**src/hw/spm_pkg.sv**
```systemverilog
// Shared constants and types for the SPI mode serial port.
// Assumes a single 100 MHz core clock; sys_clk stands in for the oscillator clock.
package spm_pkg;

  localparam int BYTE_BITS = 8;

  // Mode field codes.
  localparam logic [3:0] MODE_MASTER_DIV4 = 4'h0;
  localparam logic [3:0] MODE_MASTER_DIV16 = 4'h1;
  localparam logic [3:0] MODE_MASTER_DIV64 = 4'h2;
  localparam logic [3:0] MODE_MASTER_TIMER = 4'h3;
  localparam logic [3:0] MODE_SLAVE_SELECT = 4'h4;
  localparam logic [3:0] MODE_SLAVE_FREE = 4'h5;

  // Half bit periods in core clocks for the divided rates.
  localparam logic [5:0] HALF_DIV4 = 6'h02;
  localparam logic [5:0] HALF_DIV16 = 6'h08;
  localparam logic [5:0] HALF_DIV64 = 6'h20;

  // A master byte is sixteen clock half periods.
  localparam logic [3:0] HALF_LAST = 4'hF;
  localparam logic [3:0] BIT_LAST = 4'h7;

  // Core clocks that the select pin must stay high before the transfer logic resets.
  localparam int SS_RESET_DEFAULT = 16;

  typedef enum logic [1:0] {RATE_DIV4, RATE_DIV16, RATE_DIV64, RATE_TIMER} spm_rate_t;

  typedef struct packed {
    logic enable;
    logic idlePolarity;
    logic edgeSelect;
    logic [3:0] modeField;
  } spm_ctrl_t;

  typedef struct packed {
    logic portcDir3;
    logic portcDir4;
    logic portcDir5;
    logic portaDir5;
  } spm_dir_t;

endpackage

```
**src/hw/spm_core.sv**
```systemverilog
// SPI mode synchronous serial port: shift register, buffer, flags and pin control.
// Assumes pins arrive asynchronously and software strobes are one-cycle pulses on sys_clk.
`timescale 1ns/1ns
`default_nettype none
module spm_core #(
  parameter int SS_RESET_CYCLES = spm_pkg::SS_RESET_DEFAULT
) (
  input wire logic sys_clk,
  input wire logic resetn,
  input wire spm_pkg::spm_ctrl_t ctrl,
  input wire spm_pkg::spm_dir_t dirBits,
  input wire logic bufWrite,
  input wire logic [7:0] bufWriteData,
  input wire logic bufRead,
  output logic [7:0] bufReadData,
  input wire logic collisionClear,
  input wire logic irqClear,
  input wire logic timerTick,
  output logic writeCollisionFlag,
  output logic bufferFullFlag,
  output logic portIrqFlag,
  output logic wakeRequest,
  output logic portActive,
  input wire logic sckIn,
  output logic sckOut,
  output logic sckOe,
  input wire logic sdiIn,
  output logic sdoOut,
  output logic sdoOe,
  input wire logic ssNIn
);
  import spm_pkg::*;

  logic [2:0] pinMeta;
  logic [2:0] pinSync;
  logic sckPin, sdiPin, ssNPin, sckPrevAct;
  logic isMaster, isSlave, selectCtl, deselected, monitorMode, sdiBit;
  logic masterBusy, sckPhase, next_sckPhase, halfTick, busy;
  logic [3:0] halfCount;
  logic [3:0] bitCount;
  logic [7:0] shiftReg;
  logic [7:0] ssHighCount;
  logic ssReset, sckAct;
  logic masterLead, masterTrail, slaveLead, slaveTrail, leadEdge, trailEdge;
  logic sampleEdge, launchEdge, byteDone, writeAccepted, collision;
  logic [1:0] catchPipe;
  logic masterCatch;
  logic [7:0] rxWord;
  spm_rate_t rate;

  always_ff @(posedge sys_clk) begin
    if (!resetn) begin
      pinMeta <= 3'h0;
      pinSync <= 3'h0;
    end else begin
      pinMeta <= {sckIn, sdiIn, ssNIn};
      pinSync <= pinMeta;
    end
  end
  assign sckPin = pinSync[2];
  assign sdiPin = pinSync[1];
  assign ssNPin = pinSync[0];

  assign portActive = ctrl.enable;
  assign isMaster = ctrl.enable && (ctrl.modeField <= MODE_MASTER_TIMER);
  assign isSlave = ctrl.enable
                && (ctrl.modeField == MODE_SLAVE_SELECT || ctrl.modeField == MODE_SLAVE_FREE);
  assign selectCtl = isSlave && ctrl.modeField == MODE_SLAVE_SELECT && dirBits.portaDir5;
  assign deselected = selectCtl && ssNPin;
  assign monitorMode = isMaster && dirBits.portcDir3;
  assign sdiBit = dirBits.portcDir4 ? sdiPin : 1'b0;
  assign rate = spm_rate_t'(ctrl.modeField[1:0]);

  spm_rate_gen u_rate (
    .sys_clk(sys_clk),
    .resetn(resetn),
    .run(isMaster && masterBusy),
    .rate(rate),
    .timerTick(timerTick),
    .halfTick(halfTick)
  );

  // Master clock: sixteen half periods per byte, phase 1 is the active level.
  assign masterLead = halfTick && !sckPhase;
  assign masterTrail = halfTick && sckPhase;
  assign next_sckPhase = !masterBusy ? 1'b0 : (halfTick ? !sckPhase : sckPhase);

  always_ff @(posedge sys_clk) begin
    if (!resetn || !isMaster) begin
      masterBusy <= 1'b0;
    end else if (writeAccepted || (monitorMode && !masterBusy)) begin
      masterBusy <= 1'b1;
    end else if (masterTrail && halfCount == HALF_LAST) begin
      masterBusy <= 1'b0;
    end
  end

  always_ff @(posedge sys_clk) begin
    if (!resetn || !masterBusy) begin
      halfCount <= 4'h0;
    end else if (halfTick) begin
      halfCount <= halfCount + 4'h1;
    end
  end

  always_ff @(posedge sys_clk) begin
    if (!resetn) begin
      sckPhase <= 1'b0;
      sckOut <= 1'b0;
    end else begin
      sckPhase <= next_sckPhase;
      sckOut <= ctrl.idlePolarity ^ next_sckPhase;
    end
  end

  // Slave clock edges come from the synchronised pin, relative to the idle level.
  assign sckAct = sckPin ^ ctrl.idlePolarity;
  always_ff @(posedge sys_clk) begin
    if (!resetn) begin
      sckPrevAct <= 1'b0;
    end else begin
      sckPrevAct <= sckAct;
    end
  end
  // Slave edges are found by sys_clk registers, so the slave logic only runs while the core clock runs.
  assign slaveLead = isSlave && dirBits.portcDir3 && !deselected && sckAct && !sckPrevAct;
  assign slaveTrail = isSlave && dirBits.portcDir3 && !deselected && !sckAct && sckPrevAct;

  assign leadEdge = isMaster ? masterLead : slaveLead;
  assign trailEdge = isMaster ? masterTrail : slaveTrail;
  assign sampleEdge = ctrl.edgeSelect ? leadEdge : trailEdge;
  assign launchEdge = ctrl.edgeSelect ? trailEdge : leadEdge;
  // The pin synchroniser delays data-in by two clocks, so the master takes each bit two
  // clocks after its own sample edge, while the far side still holds it.
  always_ff @(posedge sys_clk) begin
    if (!resetn || !isMaster) begin
      catchPipe <= 2'h0;
    end else begin
      catchPipe <= {catchPipe[0], sampleEdge};
    end
  end
  assign masterCatch = catchPipe[1];
  assign byteDone = isMaster ? (masterCatch && bitCount == 4'(BYTE_BITS))
                             : (sampleEdge && bitCount == BIT_LAST);
  assign rxWord = isMaster ? {shiftReg[7:1], sdiBit} : {shiftReg[6:0], sdiBit};

  assign busy = isMaster ? (masterBusy || bitCount != 4'h0) : (bitCount != 4'h0);
  assign writeAccepted = bufWrite && ctrl.enable && !busy;
  assign collision = bufWrite && ctrl.enable && busy;

  // Select held high for the reset time clears the bit position.
  always_ff @(posedge sys_clk) begin
    if (!resetn || !deselected) begin
      ssHighCount <= 8'h00;
    end else if (!ssReset) begin
      ssHighCount <= ssHighCount + 8'h01;
    end
  end
  assign ssReset = ssHighCount == 8'(SS_RESET_CYCLES - 1);

  always_ff @(posedge sys_clk) begin
    if (!resetn || !ctrl.enable || ssReset || byteDone) begin
      bitCount <= 4'h0;
    end else if (sampleEdge) begin
      bitCount <= bitCount + 4'h1;
    end
  end

  always_ff @(posedge sys_clk) begin
    if (!resetn) begin
      shiftReg <= 8'h00;
    end else if (writeAccepted) begin
      shiftReg <= bufWriteData;
    end else if (sampleEdge) begin
      shiftReg <= {shiftReg[6:0], isMaster ? 1'b0 : sdiBit};
    end else if (masterCatch) begin
      shiftReg[0] <= sdiBit;
    end
  end

  always_ff @(posedge sys_clk) begin
    if (!resetn) begin
      sdoOut <= 1'b0;
    end else if (writeAccepted && ctrl.edgeSelect) begin
      sdoOut <= bufWriteData[7];
    end else if (launchEdge) begin
      sdoOut <= shiftReg[7];
    end
  end

  always_ff @(posedge sys_clk) begin
    if (!resetn) begin
      bufReadData <= 8'h00;
    end else if (writeAccepted) begin
      bufReadData <= bufWriteData;
    end else if (byteDone) begin
      bufReadData <= rxWord;
    end
  end

  always_ff @(posedge sys_clk) begin
    if (!resetn) begin
      writeCollisionFlag <= 1'b0;
    end else if (collision) begin
      writeCollisionFlag <= 1'b1;
    end else if (collisionClear) begin
      writeCollisionFlag <= 1'b0;
    end
  end

  always_ff @(posedge sys_clk) begin
    if (!resetn) begin
      bufferFullFlag <= 1'b0;
    end else if (byteDone) begin
      bufferFullFlag <= 1'b1;
    end else if (bufRead) begin
      bufferFullFlag <= 1'b0;
    end
  end

  always_ff @(posedge sys_clk) begin
    if (!resetn) begin
      portIrqFlag <= 1'b0;
    end else if (byteDone) begin
      portIrqFlag <= 1'b1;
    end else if (irqClear) begin
      portIrqFlag <= 1'b0;
    end
  end

  assign wakeRequest = portIrqFlag;
  assign sckOe = isMaster && !dirBits.portcDir3;
  assign sdoOe = ctrl.enable && !dirBits.portcDir5 && !deselected;
endmodule
`default_nettype wire

```
**src/hw/spm_rate_gen.sv**
```systemverilog
// Master bit clock half-period strobe generator.
// Assumes timerTick is a one-cycle pulse on sys_clk from the period timer.
`timescale 1ns/1ns
`default_nettype none
module spm_rate_gen (
  input wire logic sys_clk,
  input wire logic resetn,
  input wire logic run,
  input wire spm_pkg::spm_rate_t rate,
  input wire logic timerTick,
  output logic halfTick
);
  import spm_pkg::*;

  logic [5:0] count;

  function automatic logic [5:0] halfLimit(input spm_rate_t sel);
    unique case (sel)
      RATE_DIV4: halfLimit = HALF_DIV4;
      RATE_DIV16: halfLimit = HALF_DIV16;
      RATE_DIV64: halfLimit = HALF_DIV64;
      RATE_TIMER: halfLimit = HALF_DIV4;
    endcase
  endfunction

  logic atLimit;
  assign atLimit = (count == halfLimit(rate) - 6'h01);

  always_ff @(posedge sys_clk) begin
    if (!resetn || !run || rate == RATE_TIMER || atLimit) begin
      count <= 6'h00;
    end else begin
      count <= count + 6'h01;
    end
  end

  // The timer rate toggles the clock once per timer pulse, giving timer output over two.
  assign halfTick = run && ((rate == RATE_TIMER) ? timerTick : atLimit);

endmodule
`default_nettype wire

```
**config.mk**
```make
export PLATFORM = sky130hd
export DESIGN_NAME = spm_core
export DESIGN_NICKNAME = d
export VERILOG_FILES = /design/src/hw/spm_pkg.sv /design/src/hw/spm_core.sv /design/src/hw/spm_rate_gen.sv
export SDC_FILE = /design/constraint.sdc
export NUM_CORES = 1
export LEC_CHECK = 0
export BUFFER_PORTS_ARGS = -buffer_cell sky130_fd_sc_hd__buf_2
export CAP_MARGIN = 10
export CORE_MARGIN = 4
export CORE_UTILIZATION = 60
export DETAILED_ROUTE_END_ITERATION = 10
export PLACE_DENSITY_LB_ADDON = 0.2
export RECOVER_POWER = 25
export SETUP_SLACK_MARGIN = 0.4
export SYNTH_ARGS = -nofsm -noshare
export SYNTH_HDL_FRONTEND = slang
export SYNTH_HIERARCHICAL = 1
export SYNTH_SLANG_ARGS = --single-unit
```
**constraint.sdc**
```tcl
create_clock -name sys_clk -period 10.3 [get_ports sys_clk]
set_clock_uncertainty 0.05 [all_clocks]
set_input_delay 2.575 -clock sys_clk [delete_from_list [all_inputs] [get_ports sys_clk]]
set_output_delay 2.575 -clock sys_clk [all_outputs]
set_load 0.01 [all_outputs]
```
---- Word-level counts from Yosys, hierarchy flattened ----
Cells that the tools add are included.
W data, S select, Z words.
storage, ports and cells
  bits of input ports ..................... 29
  output and inout port bits .............. 17
  logic and storage cells ................. 127
  flip-flop bits (word level) ............. 54
cells by class
  reduce and logical (&&, ||, !) cells .... 62
  bitwise gates (word level) .............. 2
  add/subtract/negate cells ............... 5
  multiplexer cells ....................... 29
  magnitude comparators ................... 1
  equal/unequal tests ..................... 10
operator list
  operator               number
  $mux W8                4
  $logic_and A1 B1 Y1    27
  $mux W1                23
  $pmux W6 S3            1
  $reduce_bool A2 Y1     7
  $eq A4 B3 Y1 const B   3
  $logic_not A1 Y1       12
  $logic_or A1 B1 Y1     12
  $add A4 B1 Y4 const B  2
  $add A8 B1 Y8 const B  1
  $eq A4 B4 Y1 const B   2
  $eq A8 B4 Y1 const B   1
  $mux W7                1
  $add A6 B1 Y6 const B  1
  $eq A6 B6 Y1           1
  $sub A6 B1 Y6 const B  1
  $eq A2 B2 Y1 const B   2
  $le A4 B2 Y1 const B   1
  $reduce_bool A4 Y1     1
  $reduce_bool A3 Y1     1
  $eq A2 B1 Y1 const B   1
  $logic_not A2 Y1       1
  $reduce_or A2 Y1       1
  $xor A1 B1 Y1          2

---- Logic depth before layout (Yosys ltp) ----
  depth after elaboration ................. 16
  depth in mapped cells ................... 14
  depth with buffers taken out ............ 11

---- Cells and area by module ----
Netlist, hierarchy kept.
modules (own cells, without submodules)
  module        area an instance (µm²)  times used  sequential area each (µm²)  cells each
  spm_core      2296.0                  1           960.9                       253
  spm_rate_gen  382.9                   1           120.1                       39

---- Worst setup path after synthesis ----
Ideal clock, no wire load.
  kind .................................... input port to output port
  start point ............................. in ctrl[2] (netlist name)
  end point ............................... out sckOe
  data required time ...................... 7.675 ns
  buffers on the path ..................... 2
  arrival time ............................ 3.893 ns
  slack ................................... 3.782 ns
  cell stages on the path ................. 4
  cells stage by stage .................... nor3b_1 -> clkbuf_1 -> clkbuf_1 -> nor2b_1
on the way
  word-level cells in the longest chain between the ends .. 3
ends and longest elaborated chain
  what                 line             RTL
  from (decl)          spm_core.sv:10   input wire spm_pkg::spm_ctrl_t ctrl,
  $le A4 B2 Y1         spm_core.sv:65   assign isMaster = ctrl.enable && (ctrl.modeField <= MODE_MASTER_TIMER);
  $logic_and A1 B1 Y1  spm_core.sv:65
  $logic_and A1 B1 Y1  spm_core.sv:232  assign sckOe = isMaster && !dirBits.portcDir3;
  to (decl)            spm_core.sv:26   output logic sckOe,
No other way between the ends.

---- Worst setup path in the final report ----
  start point ............................. in ctrl[6] (netlist name)
  end point ............................... out sckOe
on the way
  word-level cells in the longest chain between the ends .. 2
ends and longest elaborated chain
  what                 line
  $logic_and A1 B1 Y1  spm_core.sv:65
  $logic_and A1 B1 Y1  spm_core.sv:232
No other way between the ends.

==> impl_metrics.ini <==
[yosys]
synth-seq-cells = 54
avgSynthCellArea_sq_um = 9.17
yosysSeqAreaShare = 0.404
synth-warning-count = 6
synth_nets = 331
yosysUniqueCellTypes = 42
syn-instance-count = 292
syn-cell-area_sq_um = 2680

[clock_tree]
post_cts.repair.setup_buffers = 0
path_clk_slew_ps = 90
cts_buffers = 5
cts-root-buf = clkbuf_8
cts_resized = 0
cts_tree = built
clockBufferDepth = 2
htree_num_levels = 2
clk_latency_ps = 300
cts.sinks = 54
cts_hold_buf = 0

[route]
post_drt_wl_per_cell_um = 14.0
routed_wirelength_um = 5350
via_count = 2171
drtAntennaViolNets = 0
drtIter0Drc = 161
drc_errors = 0
dr.pass1.iters = 4
drt-vias-per-instance = 5.68

[critical_path]
slowest_stage = buf_4
r2r_slack_ps = 6610
cp.required_ps = 7680
cp_cell_sequence = buf_2 -> nor3b_2 -> buf_4 -> nor2b_1 -> buf_2
critPathMostFrequentCell = buf_2
critical_path.max_stage_delay_ps = 280
critPathLaunchType = input port
crit_type = input port to primary output
crit_arrival_ps = 3560
end_kind = primary output
cp-startpoint = ctrl[6]
timing.rr.end = bitCount[1]$_SDFFE_PP0P_
crit_fanout = 25
r2r_start = u_rate/count[2]$_SDFF_PP0_
r2r_cells = 9

[final_layout]
fin_cells = 382
drive_above_1_share = 0.191
nets = 368
area_delta_synth_final_pct = 12.0
num_antenna_cells = 0

[timing]
timing.fmax_ghz = 0.162
relSlewSlack = -0.0129
fin_tns_setup_ps = 0
finalSetupViolations = 0
finalHoldViolCount = 0
period_needed_ps = 6180
finalCritPeriodShare = 0.600
slew_viol_final = 39
whs_ps = 398
worst_pin_slew_ps = 1520
rsz0062_at_grt = false

[pwr]
p_leak_nw = 1.22
power_density_nw_per_um2 = 130
ir_drop_mv = 0.0923

[floorplan]
io_pins = 46
start_util = 0.620
rows = 24
dieArea_sq_um = 5600
design.core.area_sq_um = 4320
die_width_um = 74.8
die_height_um = 74.8

[job]
cap_violations = 1

[grt]
grt_use_total = 0.202
grt_pass1_wl_um = 8920
grt_remaining_overflow = 0
grt_max_degree = 43
antenna_found_initial = 0
grt_pass1_vias = 2037

[run_status]
violations = capacitance limit, slew limit
status = finished, violations left

[min_path]
whs_path_depth = 1
hold_end = pinSync[1]$_SDFF_PN0_
hp-class = flip-flop to flip-flop
hp-start = pinMeta[1]$_SDFF_PN0_

[place]
dpl.cell_count = 374
dpl.hpwl_um = 3780
gp_congestion = 0.865
portBuffers = 45
==> metrics by stage <==
stage	power [mW]	setup slack [ps]	utilization	instance area, sq um
after floorplan	0.249	3780	-	2680
after global placement	0.263	4070	0.670	2900
after detailed placement	0.264	4020	0.670	2900
after CTS	0.395	4140	0.695	3010
after global routing	0.410	4030	0.694	3000
final	0.391	4120	0.694	3000
==> area by class of cell <==
class,count,area [sq um]
clock buffer,8,110
fill,353,1320
inverter,14,52.6
multi-input combinational,207,1460
sequential,54,1080
tap,52,65.1
timing repair buffer,47,235
==> flip-flops by register name (all words and copies together) (netlist names), 2 cells and up <==
register	count
halfCount	4
u_rate/count	6
pinMeta	3
catchPipe	2
pinSync	3
bitCount	4
bufReadData	8
ssHighCount	8
shiftReg	8
==> logic make-up after synthesis <==
family                     Yosys count  share of synthesized area
and+or+nand+nor                    117                      0.233
DFF                                 54                      0.404
AOI/OAI and AO/OA                   50                      0.157
buffers and inverters               31                     0.0546
xor gates and xnor gates            18                     0.0589
muxes                               12                     0.0462
adders and majority gates           10                     0.0467
==> synthesized netlist by cell type (all sizes together) <==
| cell | n | share of area |
|---|---|---|
| and4 | 1 | 0.0042 |
| nand3 | 12 | 0.022 |
| a221oi | 1 | 0.0056 |
| nor2b | 5 | 0.012 |
| or2b | 1 | 0.0028 |
| and2 | 11 | 0.026 |
| nand3b | 2 | 0.0056 |
| and3 | 5 | 0.012 |
| o2111ai | 7 | 0.023 |
| clkbuf | 11 | 0.015 |
| nand4 | 12 | 0.028 |
| xor2 | 10 | 0.033 |
| or4b | 1 | 0.0037 |
| o21ai | 4 | 0.0075 |
| dfxtp | 54 | 0.40 |
| a31oi | 2 | 0.0047 |
| mux2i | 12 | 0.046 |
| nor3b | 3 | 0.0084 |
| o221ai | 7 | 0.039 |
| inv | 14 | 0.020 |
| xnor2 | 8 | 0.026 |
| a211oi | 13 | 0.036 |
| nand4b | 1 | 0.0033 |
| a41o | 1 | 0.0037 |
| o41a | 1 | 0.0042 |
| o2111a | 1 | 0.0047 |
| nor2 | 29 | 0.041 |
| or3 | 1 | 0.0023 |
| ha | 10 | 0.047 |
| a32oi | 1 | 0.0033 |
| nand4bb | 1 | 0.0042 |
| and3b | 1 | 0.0033 |
| a32o | 1 | 0.0037 |
| a21oi | 10 | 0.019 |
| nand2 | 19 | 0.027 |
| a21boi | 1 | 0.0028 |
| nor4 | 1 | 0.0023 |
| buf | 6 | 0.020 |
| nand2b | 11 | 0.026 |
==> worst max-delay path by stage <==
stage,to,slack (ps),cells after the start
finish,sckOe,4120,5
global placement,bitCount[1]$_SDFFE_PP0P_,4070,12
CTS,sckOe,4140,5
global route,sckOe,4030,5
floorplan,sckOe,3780,4
detailed placement,bitCount[1]$_SDFFE_PP0P_,4020,12
==> cell usage in the layout (no fill, tap or decap), types with 10 or more instances in the layout <==
cell / count
nor2_1: 29
nand4_1: 12
a21oi_1: 10
nand2b_1: 11
nand3_1: 12
mux2i_1: 11
nand2_1: 19
xor2_1: 10
buf_2: 41
dfxtp_1: 54
ha_1: 10
a211oi_1: 13
inv_1: 14
==> power by group <==
part / total, mW / internal [mW] / switching, mW
registers: 0.219 / 0.215 / 0.00376
clock network: 0.133 / 0.0679 / 0.0648
logic: 0.0401 / 0.0175 / 0.0226
==> critical path: cells and delay by family <==
kind                   cells  cell delay [ps]
and+or+nand+nor            2              380
buffers and inverters      3              590
==> per-layer routing <==
metal	part of all wire	vias to the layer above	GRT usage	wire length [um]
met5	0	-	0	0
met4	0.015	0	0.0573	78
met3	0.053	8	0.0481	282
met2	0.46	49	0.323	2470
met1	0.47	1006	0.273	2520
li1	-	1108	-	-
Note: power is estimated with default switching activity, not from simulation.
